===== config.mk =====
export PLATFORM = sky130hd
export DESIGN_NAME = pin_function_mux
export DESIGN_NICKNAME = d
export VERILOG_FILES = /design/src/pin_function_mux_pkg.sv /design/src/pin_function_mux.sv
export VERILOG_INCLUDE_DIRS = /design/src
export SDC_FILE = /design/constraint.sdc
export NUM_CORES = 1
export LEC_CHECK = 0
export ABC_AREA = 1
export BUFFER_PORTS_ARGS = -buffer_cell sky130_fd_sc_hd__buf_4
export CELL_PAD_IN_SITES_DETAIL_PLACEMENT = 1
export CELL_PAD_IN_SITES_GLOBAL_PLACEMENT = 2
export CORE_MARGIN = 5
export CORE_UTILIZATION = 30
export DETAILED_ROUTE_END_ITERATION = 10
export PLACE_DENSITY_LB_ADDON = 0.05
export SLEW_MARGIN = 20
export SYNTH_ARGS = -nofsm -noshare
export SYNTH_HDL_FRONTEND = slang
export SYNTH_SLANG_ARGS = --single-unit
export TNS_END_PERCENT = 30

===== constraint.sdc =====
create_clock -name clk_sys -period 1.9 [get_ports clk_sys]
set_input_delay 0.19 -clock clk_sys [delete_from_list [all_inputs] [get_ports clk_sys]]
set_output_delay 0.19 -clock clk_sys [all_outputs]
set_load 0.01 [all_outputs]

===== src/pin_function_mux_params.svh =====
`ifndef PIN_FUNCTION_MUX_PARAMS_SVH
`define PIN_FUNCTION_MUX_PARAMS_SVH

`define PFM_PIN_COUNT         30
`define PFM_GROUP_COUNT       8
`define PFM_UNGROUPED         4'h8

`define PFM_OFS_GROUP_ROUTE   32'h0020_4000
`define PFM_OFS_SOURCE_LOW    32'h0020_4004
`define PFM_OFS_SOURCE_SECOND 32'h0020_4010
`define PFM_OFS_SOURCE_THIRD  32'h0020_4008
`define PFM_OFS_SOURCE_HIGH   32'h0020_400C
`define PFM_OFS_CTS_PICK      32'h0020_4018
`define PFM_OFS_COUNTER_PICK  32'h0020_4020
`define PFM_OFS_LEVEL_DATA    32'h0020_4040
`define PFM_OFS_DRIVE_ENABLE  32'h0020_404C
`define PFM_OFS_READ_INVERT   32'h0020_4050

`define PFM_MASK_GROUP_ROUTE  32'h7777_7777
`define PFM_MASK_SOURCE       32'hFFFF_FFFF
`define PFM_MASK_SOURCE_HIGH  32'h00FF_FFFF
`define PFM_MASK_CTS_PICK     32'h0000_1F00
`define PFM_MASK_COUNTER_PICK 32'h0000_0003
`define PFM_MASK_PINS         32'h3FFF_FFFF

`define PFM_RST_GROUP_ROUTE   32'h0000_0000
`define PFM_RST_SOURCE        32'h0000_0000
`define PFM_RST_CTS_PICK      32'h0000_0000
`define PFM_RST_COUNTER_PICK  32'h0000_0000
`define PFM_RST_PINS          32'h0000_0000

`define PFM_ROUTE_FIELD_W     4
`define PFM_SOURCE_FIELD_W    4
`define PFM_CTS_LSB           8
`define PFM_CTS_W             5
`define PFM_COUNTER0_BIT      0
`define PFM_COUNTER1_BIT      1

`endif


===== src/pin_function_mux_pkg.sv =====
package pin_function_mux_pkg;

  typedef enum logic [2:0] {
    ROUTE_DIRECT = 3'h0,
    ROUTE_SPI    = 3'h1,
    ROUTE_TIMER  = 3'h2,
    ROUTE_UART2  = 3'h3,
    ROUTE_MOUSE  = 3'h4,
    ROUTE_CARD   = 3'h5
  } route_code_t;

  typedef enum logic [3:0] {
    SOURCE_CPU          = 4'h0,
    SOURCE_PULSE_ONE    = 4'h1,
    SOURCE_PULSE_TWO    = 4'h2,
    SOURCE_PULSE_THREE  = 4'h3,
    SOURCE_PULSE_FOUR   = 4'h4,
    SOURCE_XTAL16M      = 4'h5,
    SOURCE_RTS          = 4'h6,
    SOURCE_INFRARED_32K = 4'h7,
    SOURCE_XTAL32K      = 4'h8
  } source_code_t;

endpackage


===== src/pin_function_mux.sv =====
// The APB interface to the registers was decided locally.
`timescale 1ns/10ps
`include "pin_function_mux_params.svh"

//Contract
// - Thirty shared pins carry every peripheral signal.
// - Pins 26-29 group: SPI, timer, mouse, card.
// - Pins 24-25 group: timer, uart2, mouse Z.
// - Bits 10:8 route pins 20-23 likewise.
// - Bits 14:12 route pins 18-19 likewise.
// - Bits 18:16 route pins 14-17 likewise.
// - Bits 22:20 route pins 12-13 likewise.
// - Bits 26:24 route pins 0-3 likewise.
// - Bits 30:28 route pins 4-5 likewise.
// - Zero group code uses per-pin source; resets zero.
// - Per-pin source codes pick CPU, PWM, clocks, RTS.
// - Eight 4-bit source fields per register; six in the high one.
// - Data reads pin levels, writes drive enabled pins.
// - Enable bit set makes pin output; resets inputs.
// - Invert bit flips software read level.
// - Bits 12:8 choose CTS pin, reset pin 0.
// - Counter 0 on 0x groups or 1x groups.
// - Counter 1 on 3x groups or 2x groups.
module pin_function_mux (
  // Clock and reset.
  input  wire logic        clk_sys,
  input  wire logic        reset_n,
  // APB slave.
  input  wire logic        psel,
  input  wire logic        penable,
  input  wire logic        pwrite,
  input  wire logic [31:0] paddr,
  input  wire logic [31:0] pwdata,
  output logic      [31:0] prdata,
  output logic             pready,
  output logic             pslverr,
  // Package pins.
  input  wire logic [29:0] pin_in,
  output logic      [29:0] pin_out,
  output logic      [29:0] pin_oe_n,
  // Per-pin output sources.
  input  wire logic [3:0]  pulse_width_out,
  input  wire logic        crystal_16m_clock,
  input  wire logic        serial_rts_out,
  input  wire logic        infrared_32k_out,
  input  wire logic        crystal_32k_clock,
  // First serial port clear-to-send, active low.
  output logic             serial_cts_n,
  // SPI, four-pin groups.
  input  wire logic [3:0]  spi_out,
  input  wire logic [3:0]  spi_drive,
  output logic      [3:0]  spi_in,
  // Smart card, four-pin groups.
  input  wire logic [3:0]  card_out,
  input  wire logic [3:0]  card_drive,
  output logic      [3:0]  card_in,
  // Mouse inputs.
  output logic      [3:0]  mouse_xy_in,
  output logic      [1:0]  mouse_z_in,
  // Second serial port, two-pin groups.
  input  wire logic [1:0]  uart2_out,
  input  wire logic [1:0]  uart2_drive,
  output logic      [1:0]  uart2_in,
  // Counters: slots 0-3 four-pin group, 4-5 two-pin group.
  input  wire logic [5:0]  counter0_out,
  input  wire logic [5:0]  counter0_drive,
  output logic      [5:0]  counter0_in,
  input  wire logic [5:0]  counter1_out,
  input  wire logic [5:0]  counter1_drive,
  output logic      [5:0]  counter1_in
);

  logic [31:0]  pin_group_route;
  logic [31:0]  pin_source_select_low;
  logic [31:0]  pin_source_select_second;
  logic [31:0]  pin_source_select_third;
  logic [31:0]  pin_source_select_high;
  logic [31:0]  serial_cts_pin_pick;
  logic [31:0]  counter_group_pick;
  logic [29:0]  pin_level_bits;
  logic [29:0]  pin_drive_enable;
  logic [29:0]  pin_read_invert;
  logic [29:0]  sync_a;
  logic [29:0]  sync_b;
  logic [29:0]  sync_c;
  logic [29:0]  pin_level;
  logic [127:0] source_all;
  logic [29:0]  next_pin_out;
  logic [29:0]  next_drive;
  logic [31:0]  read_value;
  logic         read_hit;
  logic         write_strobe;
  logic [3:0]   grp;
  logic [1:0]   pos;
  logic [2:0]   slot;
  logic [2:0]   code;
  logic [3:0]   source;
  logic         four_pin;
  logic         counter_id;
  logic         counter_here;
  logic [4:0]   cts_pick;

  // Group index of a pin; pins 6 to 11 belong to no group.
  function automatic logic [3:0] grp_of(input int n);
    if (n >= 26)
      return 4'h0;
    else if (n >= 24)
      return 4'h1;
    else if (n >= 20)
      return 4'h2;
    else if (n >= 18)
      return 4'h3;
    else if (n >= 14)
      return 4'h4;
    else if (n >= 12)
      return 4'h5;
    else if (n <= 3)
      return 4'h6;
    else if (n <= 5)
      return 4'h7;
    else
      return `PFM_UNGROUPED;
  endfunction

  function automatic logic [1:0] pos_of(input int n);
    int base;
    base = 0;
    if (n >= 26)
      base = 26;
    else if (n >= 24)
      base = 24;
    else if (n >= 20)
      base = 20;
    else if (n >= 18)
      base = 18;
    else if (n >= 14)
      base = 14;
    else if (n >= 12)
      base = 12;
    else if (n >= 4)
      base = 4;
    return 2'(n - base);
  endfunction

  assign pready       = penable;
  assign write_strobe = psel && penable && pwrite && read_hit;

  // Three stages; a level counts once the last two agree.
  always_ff @(posedge clk_sys)
  begin
    if (!reset_n)
    begin
      sync_a    <= '0;
      sync_b    <= '0;
      sync_c    <= '0;
      pin_level <= '0;
    end
    else
    begin
      sync_a    <= pin_in;
      sync_b    <= sync_a;
      sync_c    <= sync_b;
      pin_level <= (sync_b & sync_c) | (pin_level & (sync_b ^ sync_c));
    end
  end

  always_comb
  begin
    read_hit   = 1'b1;
    read_value = 32'h0000_0000;
    unique case (paddr)
      `PFM_OFS_GROUP_ROUTE:   read_value = pin_group_route;
      `PFM_OFS_SOURCE_LOW:    read_value = pin_source_select_low;
      `PFM_OFS_SOURCE_SECOND: read_value = pin_source_select_second;
      `PFM_OFS_SOURCE_THIRD:  read_value = pin_source_select_third;
      `PFM_OFS_SOURCE_HIGH:   read_value = pin_source_select_high;
      `PFM_OFS_CTS_PICK:      read_value = serial_cts_pin_pick;
      `PFM_OFS_COUNTER_PICK:  read_value = counter_group_pick;
      `PFM_OFS_LEVEL_DATA:
        read_value = {2'b00, pin_level ^ pin_read_invert};
      `PFM_OFS_DRIVE_ENABLE:  read_value = {2'b00, pin_drive_enable};
      `PFM_OFS_READ_INVERT:   read_value = {2'b00, pin_read_invert};
      default:                read_hit = 1'b0;
    endcase
  end

  // Read data is caught in the setup cycle, so the access ends at once.
  always_ff @(posedge clk_sys)
  begin
    if (!reset_n)
    begin
      prdata  <= 32'h0000_0000;
      pslverr <= 1'b0;
    end
    else if (psel && !penable)
    begin
      prdata  <= pwrite ? 32'h0000_0000 : read_value;
      pslverr <= !read_hit;
    end
  end

  always_ff @(posedge clk_sys)
  begin
    if (!reset_n)
    begin
      pin_group_route          <= `PFM_RST_GROUP_ROUTE;
      pin_source_select_low    <= `PFM_RST_SOURCE;
      pin_source_select_second <= `PFM_RST_SOURCE;
      pin_source_select_third  <= `PFM_RST_SOURCE;
      pin_source_select_high   <= `PFM_RST_SOURCE;
      serial_cts_pin_pick      <= `PFM_RST_CTS_PICK;
      counter_group_pick       <= `PFM_RST_COUNTER_PICK;
      pin_level_bits           <= 30'(`PFM_RST_PINS);
      pin_drive_enable         <= 30'(`PFM_RST_PINS);
      pin_read_invert          <= 30'(`PFM_RST_PINS);
    end
    else if (write_strobe)
    begin
      unique case (paddr)
        `PFM_OFS_GROUP_ROUTE:
          pin_group_route <= pwdata & `PFM_MASK_GROUP_ROUTE;
        `PFM_OFS_SOURCE_LOW:
          pin_source_select_low <= pwdata & `PFM_MASK_SOURCE;
        `PFM_OFS_SOURCE_SECOND:
          pin_source_select_second <= pwdata & `PFM_MASK_SOURCE;
        `PFM_OFS_SOURCE_THIRD:
          pin_source_select_third <= pwdata & `PFM_MASK_SOURCE;
        `PFM_OFS_SOURCE_HIGH:
          pin_source_select_high <= pwdata & `PFM_MASK_SOURCE_HIGH;
        `PFM_OFS_CTS_PICK:
          serial_cts_pin_pick <= pwdata & `PFM_MASK_CTS_PICK;
        `PFM_OFS_COUNTER_PICK:
          counter_group_pick <= pwdata & `PFM_MASK_COUNTER_PICK;
        `PFM_OFS_LEVEL_DATA:
          pin_level_bits <= 30'(pwdata & `PFM_MASK_PINS);
        `PFM_OFS_DRIVE_ENABLE:
          pin_drive_enable <= 30'(pwdata & `PFM_MASK_PINS);
        `PFM_OFS_READ_INVERT:
          pin_read_invert <= 30'(pwdata & `PFM_MASK_PINS);
        default:
          pin_group_route <= pin_group_route;
      endcase
    end
  end

  // Pin n takes its source field from bit 4*n of the packed registers.
  assign source_all = {pin_source_select_high, pin_source_select_third,
                       pin_source_select_second, pin_source_select_low};

  // Where two groups share one function, the later pin in the loop wins
  // the peripheral input; outputs go to every selected group, timer groups only where the counter pick names them.
  always_comb
  begin
    grp          = 4'h0;
    pos          = 2'h0;
    slot         = 3'h0;
    code         = 3'h0;
    source       = 4'h0;
    four_pin     = 1'b0;
    counter_id   = 1'b0;
    counter_here = 1'b0;
    next_pin_out = '0;
    next_drive   = '0;
    spi_in       = '0;
    card_in      = '0;
    mouse_xy_in  = '0;
    mouse_z_in   = '0;
    uart2_in     = '0;
    counter0_in  = '0;
    counter1_in  = '0;
    for (int n = 0; n < `PFM_PIN_COUNT; n++)
    begin
      grp      = grp_of(n);
      pos      = pos_of(n);
      four_pin = !grp[0];
      slot     = four_pin ? {1'b0, pos} : {1'b1, 1'b0, pos[0]};
      source   = source_all[4*n +: 4];
      code     = (grp == `PFM_UNGROUPED) ? 3'h0 :
                 pin_group_route[4*grp[2:0] +: 3];
      counter_id   = grp[2];
      counter_here = counter_id ?
        (counter_group_pick[`PFM_COUNTER1_BIT] == (grp[2:1] == 2'b10)) :
        (counter_group_pick[`PFM_COUNTER0_BIT] == (grp[2:1] == 2'b01));
      next_pin_out[n] = pin_level_bits[n];
      next_drive[n]   = pin_drive_enable[n];
      if (code == pin_function_mux_pkg::ROUTE_DIRECT)
      begin
        unique case (source)
          pin_function_mux_pkg::SOURCE_PULSE_ONE,
          pin_function_mux_pkg::SOURCE_PULSE_TWO,
          pin_function_mux_pkg::SOURCE_PULSE_THREE,
          pin_function_mux_pkg::SOURCE_PULSE_FOUR:
          begin
            next_pin_out[n] = pulse_width_out[source[1:0] - 2'd1];
            next_drive[n]   = 1'b1;
          end
          pin_function_mux_pkg::SOURCE_XTAL16M:
          begin
            next_pin_out[n] = crystal_16m_clock;
            next_drive[n]   = 1'b1;
          end
          pin_function_mux_pkg::SOURCE_RTS:
          begin
            next_pin_out[n] = serial_rts_out;
            next_drive[n]   = 1'b1;
          end
          pin_function_mux_pkg::SOURCE_INFRARED_32K:
          begin
            next_pin_out[n] = infrared_32k_out;
            next_drive[n]   = 1'b1;
          end
          pin_function_mux_pkg::SOURCE_XTAL32K:
          begin
            next_pin_out[n] = crystal_32k_clock;
            next_drive[n]   = 1'b1;
          end
          default:
            next_drive[n] = pin_drive_enable[n];
        endcase
      end
      else if (code == pin_function_mux_pkg::ROUTE_SPI && four_pin)
      begin
        next_pin_out[n] = spi_out[pos];
        next_drive[n]   = spi_drive[pos];
        spi_in[pos]     = pin_level[n];
      end
      else if (code == pin_function_mux_pkg::ROUTE_CARD && four_pin)
      begin
        next_pin_out[n] = card_out[pos];
        next_drive[n]   = card_drive[pos];
        card_in[pos]    = pin_level[n];
      end
      else if (code == pin_function_mux_pkg::ROUTE_UART2 && !four_pin)
      begin
        next_pin_out[n]  = uart2_out[pos[0]];
        next_drive[n]    = uart2_drive[pos[0]];
        uart2_in[pos[0]] = pin_level[n];
      end
      else if (code == pin_function_mux_pkg::ROUTE_MOUSE)
      begin
        next_drive[n] = 1'b0;
        if (four_pin)
          mouse_xy_in[pos] = pin_level[n];
        else
          mouse_z_in[pos[0]] = pin_level[n];
      end
      else if (code == pin_function_mux_pkg::ROUTE_TIMER && counter_here)
      begin
        if (counter_id)
        begin
          next_pin_out[n]   = counter1_out[slot];
          next_drive[n]     = counter1_drive[slot];
          counter1_in[slot] = pin_level[n];
        end
        else
        begin
          next_pin_out[n]   = counter0_out[slot];
          next_drive[n]     = counter0_drive[slot];
          counter0_in[slot] = pin_level[n];
        end
      end
    end
  end

  // Registered pins keep glitches of the mux off the pads.
  always_ff @(posedge clk_sys)
  begin
    if (!reset_n)
    begin
      pin_out  <= '0;
      pin_oe_n <= '1;
    end
    else
    begin
      pin_out  <= next_pin_out;
      pin_oe_n <= ~next_drive;
    end
  end

  // An out-of-range pick reads as deasserted rather than a random pin.
  assign cts_pick = serial_cts_pin_pick[`PFM_CTS_LSB +: `PFM_CTS_W];

  always_ff @(posedge clk_sys)
  begin
    if (!reset_n)
      serial_cts_n <= 1'b1;
    else if (cts_pick < 5'(`PFM_PIN_COUNT))
      serial_cts_n <= pin_level[cts_pick];
    else
      serial_cts_n <= 1'b1;
  end

endmodule // pin_function_mux


==> flow_metrics.py <==
metrics = {
    "clocking": {
        "cts.sinks": 455,
        "clock-root-buffer": "clkbuf_16",
        "clk_latency_ps": 680,
        "clock_path_buffers": 3,
        "cts_max_level": 2,
        "cts_inserted_buffers": 58,
        "cts_tree": "built",
        "clkTransAtPathRegs_ps": 70,
    },
    "routing": {
        "num_vias": 32300,
        "drc": 0,
        "routed_via_density": 5.16,
        "routed_wl_mm": 155,
        "drtPass1Iterations": 6,
        "ant_nets": 0,
        "wl_per_cell_um": 24.8,
        "drt_iter0_drc": 2377,
    },
    "logic_synthesis": {
        "synth_edf_count": 0,
        "synth_seq_cells": 455,
        "ys.flop_type": "dfxtp_1",
        "yosysSeqAreaShare_pct": 33.0,
        "syn-num-nets": 4612,
        "synth-async-reset-ratio_pct": 0,
        "synth_cell_types": 43,
        "netlist_instances": 4311,
        "synth.avg_cell_area_um2": 6.41,
        "synth_warnings": 0,
        "syn_area_um2": 27600,
    },
    "setup_path": {
        "worstSetupEndpointType": "output pin",
        "cp_top_family": "buffers and inverters",
        "worstPathArrival_ps": 2090,
        "cp_max_fo": 4,
        "slowest_delay_ps": 360,
        "worstReg2RegStart": "pin_source_select_low[8]$_SDFFE_PN0P_",
        "crit_type": "register to output pin",
        "cp_num_buf_inv": 5,
        "critPathLaunch": "pin_group_route[8]$_SDFFE_PN0P_",
        "slowest_stage": "dfxtp_2",
        "cp_common_cell": "buf_6",
        "crit_chain": "inv_2 -> nor2_2 -> buf_6 -> inv_6 -> nor2_4 -> buf_6 -> a21oi_1 -> nand2_1 -> o211ai_1 -> o21ai_1 -> buf_4",
        "crit_required_ps": 1710,
        "cp-start-kind": "register",
    },
    "timing": {
        "whs_ps": 36.6,
        "period_needed_ps": 2280,
        "fin_skew_ps": 31.5,
        "rsz0062_at_grt": "true",
        "final-max-slew-violation-count": 0,
        "fmax_mhz": 440,
        "fin_crit_sh_pct": 120,
        "setup_viol": 32,
        "slew_headroom_pct": 46.2,
        "hold_violations": 0,
        "worstMarginPinSlew_ps": 803,
        "setup_slack_ps": -375,
    },
    "finish": {
        "final_nets": 5330,
        "regArea_um2": 9190,
        "syn2layout_area_growth_pct": 41.0,
        "drive_above_1_share_pct": 22.4,
        "fillers": 11600,
        "postLayoutCoreUtil_pct": 42.6,
        "multiInputGateArea_um2": 15600,
    },
    "global_routing": {
        "grt.total_usage_pct": 30.3,
        "grt_pass1_wl_mm": 222,
        "met3_usage_pct": 3.90,
        "grt_max_degree": 57,
        "grt_use_met2_pct": 49.2,
        "busiest_layer": "met2",
        "gr-total-overflow": 0,
        "antenna_found_initial": 5,
        "grt_util_met1_pct": 41.5,
        "grt_pass1_vias": 32000,
    },
    "pwr": {
        "power.leakage_uw": 0.0180,
        "irDropWorstVdd_mv": 0.673,
        "power.density_nw_per_um2": 625,
    },
    "floorplanning": {
        "initial_utilization_pct": 30.2,
        "fp.dieH_um": 313,
        "dieArea_um2": 98300,
        "row_count": 111,
        "ios": 274,
        "design.core.area_um2": 91500,
        "die_w_um": 313,
    },
    "place": {
        "hpwlAfterDp_mm": 121,
        "port_buffers": 273,
        "gp_congestion": 0.941,
    },
    "run_status": {
        "status": "finished, violations left",
        "violations": "setup timing",
    },
    "hold_path": {
        "hp-class": "primary input to register",
        "holdCritStartpoint": "counter0_drive[0]",
    },
    "job": {
        "cap_violations": 0,
    },
}
## metal layers
metal  vias to the layer above  wire, um  share of wire, %
li1                      15400         -                 -
met1                     15700     70800                46
met3                       245      8290               5.3
met4                         4      6670               4.3
met5                         -        31             0.020
met2                       993     69600                45
## flip-flops by register name, summed over array words and instances (netlist names), 32 cells and up
register / cells
pin_source_select_third: 32
pin_source_select_second: 32
pin_source_select_low: 32
prdata: 32
## cells in the mapped netlist (36+ instances only)
library cell / count / share of area [%]
nand4_1: 165 / 3.7
buf_2: 38 / 0.69
a211oi_1: 40 / 1.1
nor3_1: 101 / 1.8
a21oi_1: 257 / 4.7
nand2_1: 863 / 12
ha_1: 150 / 6.8
nand3_1: 378 / 6.8
inv_1: 685 / 9.3
inv_2: 36 / 0.49
buf_1: 41 / 0.56
o211ai_1: 50 / 1.4
dfxtp_1: 455 / 33
nor2_1: 465 / 6.3
clkbuf_1: 141 / 1.9
o21ai_0: 263 / 4.8
## per-stage QoR
step	total power (uW)	std cells	setup TNS, ps	instance area (um2)	setup slack [ps]
2_1_floorplan	10400	4311	0	27600	135
3_3_place_gp	11400	6042	-97200	34700	-586
3_5_place_dp	11400	6042	-99670	34700	-635
4_1_cts	24600	6248	-9310	38300	-481
5_1_grt	25000	6264	-10770	38900	-511
6_report	24400	6265	-7160	39000	-375
## cell families (layout without fill, tap and decap cells)
group | Yosys count | in the layout | share of synthesized area, %
compound gates | 721 | 721 | 14.8
flops | 455 | 455 | 33.0
xor+xnor | 30 | 30 | 0.951
buf+inv | 950 | 1717 | 13.1
fa+ha+maj | 150 | 150 | 6.79
simple gates | 2005 | 2005 | 31.3
other cells | 0 | 1 | 0
## worst min-delay path: cells and delay by family
kind                   cells  cell delay [ps]
buffers and inverters      1              100
AOI/OAI and AO/OA          3              360
## power breakdown
part | internal [uW] | switching [uW]
Combinational | 610 | 1070
Clock | 8050 | 4980
Sequential | 9610 | 35.4
## cell usage in the layout (no fill, tap or decap), types with 10 or more instances in the layout
| cell type | instances |
|---|---|
| nor2_4 | 17 |
| o221ai_1 | 14 |
| inv_2 | 54 |
| clkbuf_8 | 10 |
| ha_1 | 150 |
| nand3_1 | 367 |
| a31oi_1 | 17 |
| xnor2_1 | 24 |
| nor3_2 | 20 |
| o21ai_1 | 24 |
| nor2_1 | 440 |
| o211ai_1 | 50 |
| a211oi_1 | 38 |
| dfxtp_2 | 34 |
| dlygate4sd3_1 | 83 |
| bufinv_16 | 15 |
| buf_4 | 714 |
| dfxtp_1 | 412 |
| clkbuf_16 | 59 |
| o21ai_0 | 232 |
| a21oi_1 | 248 |
| inv_1 | 657 |
| clkinv_2 | 11 |
| nand4_1 | 165 |
| nor2_2 | 18 |
| o22ai_1 | 28 |
| nand2_1 | 852 |
| buf_6 | 24 |
| nor3_1 | 74 |
| buf_12 | 58 |
## path summary, 6_finish.rpt
| check | cells past startpoint | endpoint | slack (ps) |
|---|---|---|---|
| max reg2reg | 8 | pin_oe_n[2]$_SDFF_PN1_ | -60 |
| max | 11 | spi_in[2] | -380 |
| min | 4 | pin_oe_n[26]$_SDFF_PN1_ | 40 |
| min reg2reg | 2 | sync_b[9]$_SDFF_PN0_ | 410 |
## final cells by class
| cell class | instances | area share (%) |
|---|---|---|
| diodes | 1 | 0.00642 |
| clock buffers | 73 | 4.13 |
| clock inverters | 36 | 1.61 |
| inverters | 727 | 7.12 |
| multi-input cells | 2906 | 40.1 |
| flip-flops and latches | 455 | 23.6 |
| well taps | 1186 | 3.81 |
| repair buffers | 881 | 19.7 |
## timing repair
action                                 CTS  global route
setup buffers                           18            16
resized for setup                      150           150
setup endpoints to repair               47            78
hold buffers                            83             0
cloned                                   0             1
pin swaps                               22            28
endpoints found under the hold margin  126             0
(Power assumes the default switching activity.)
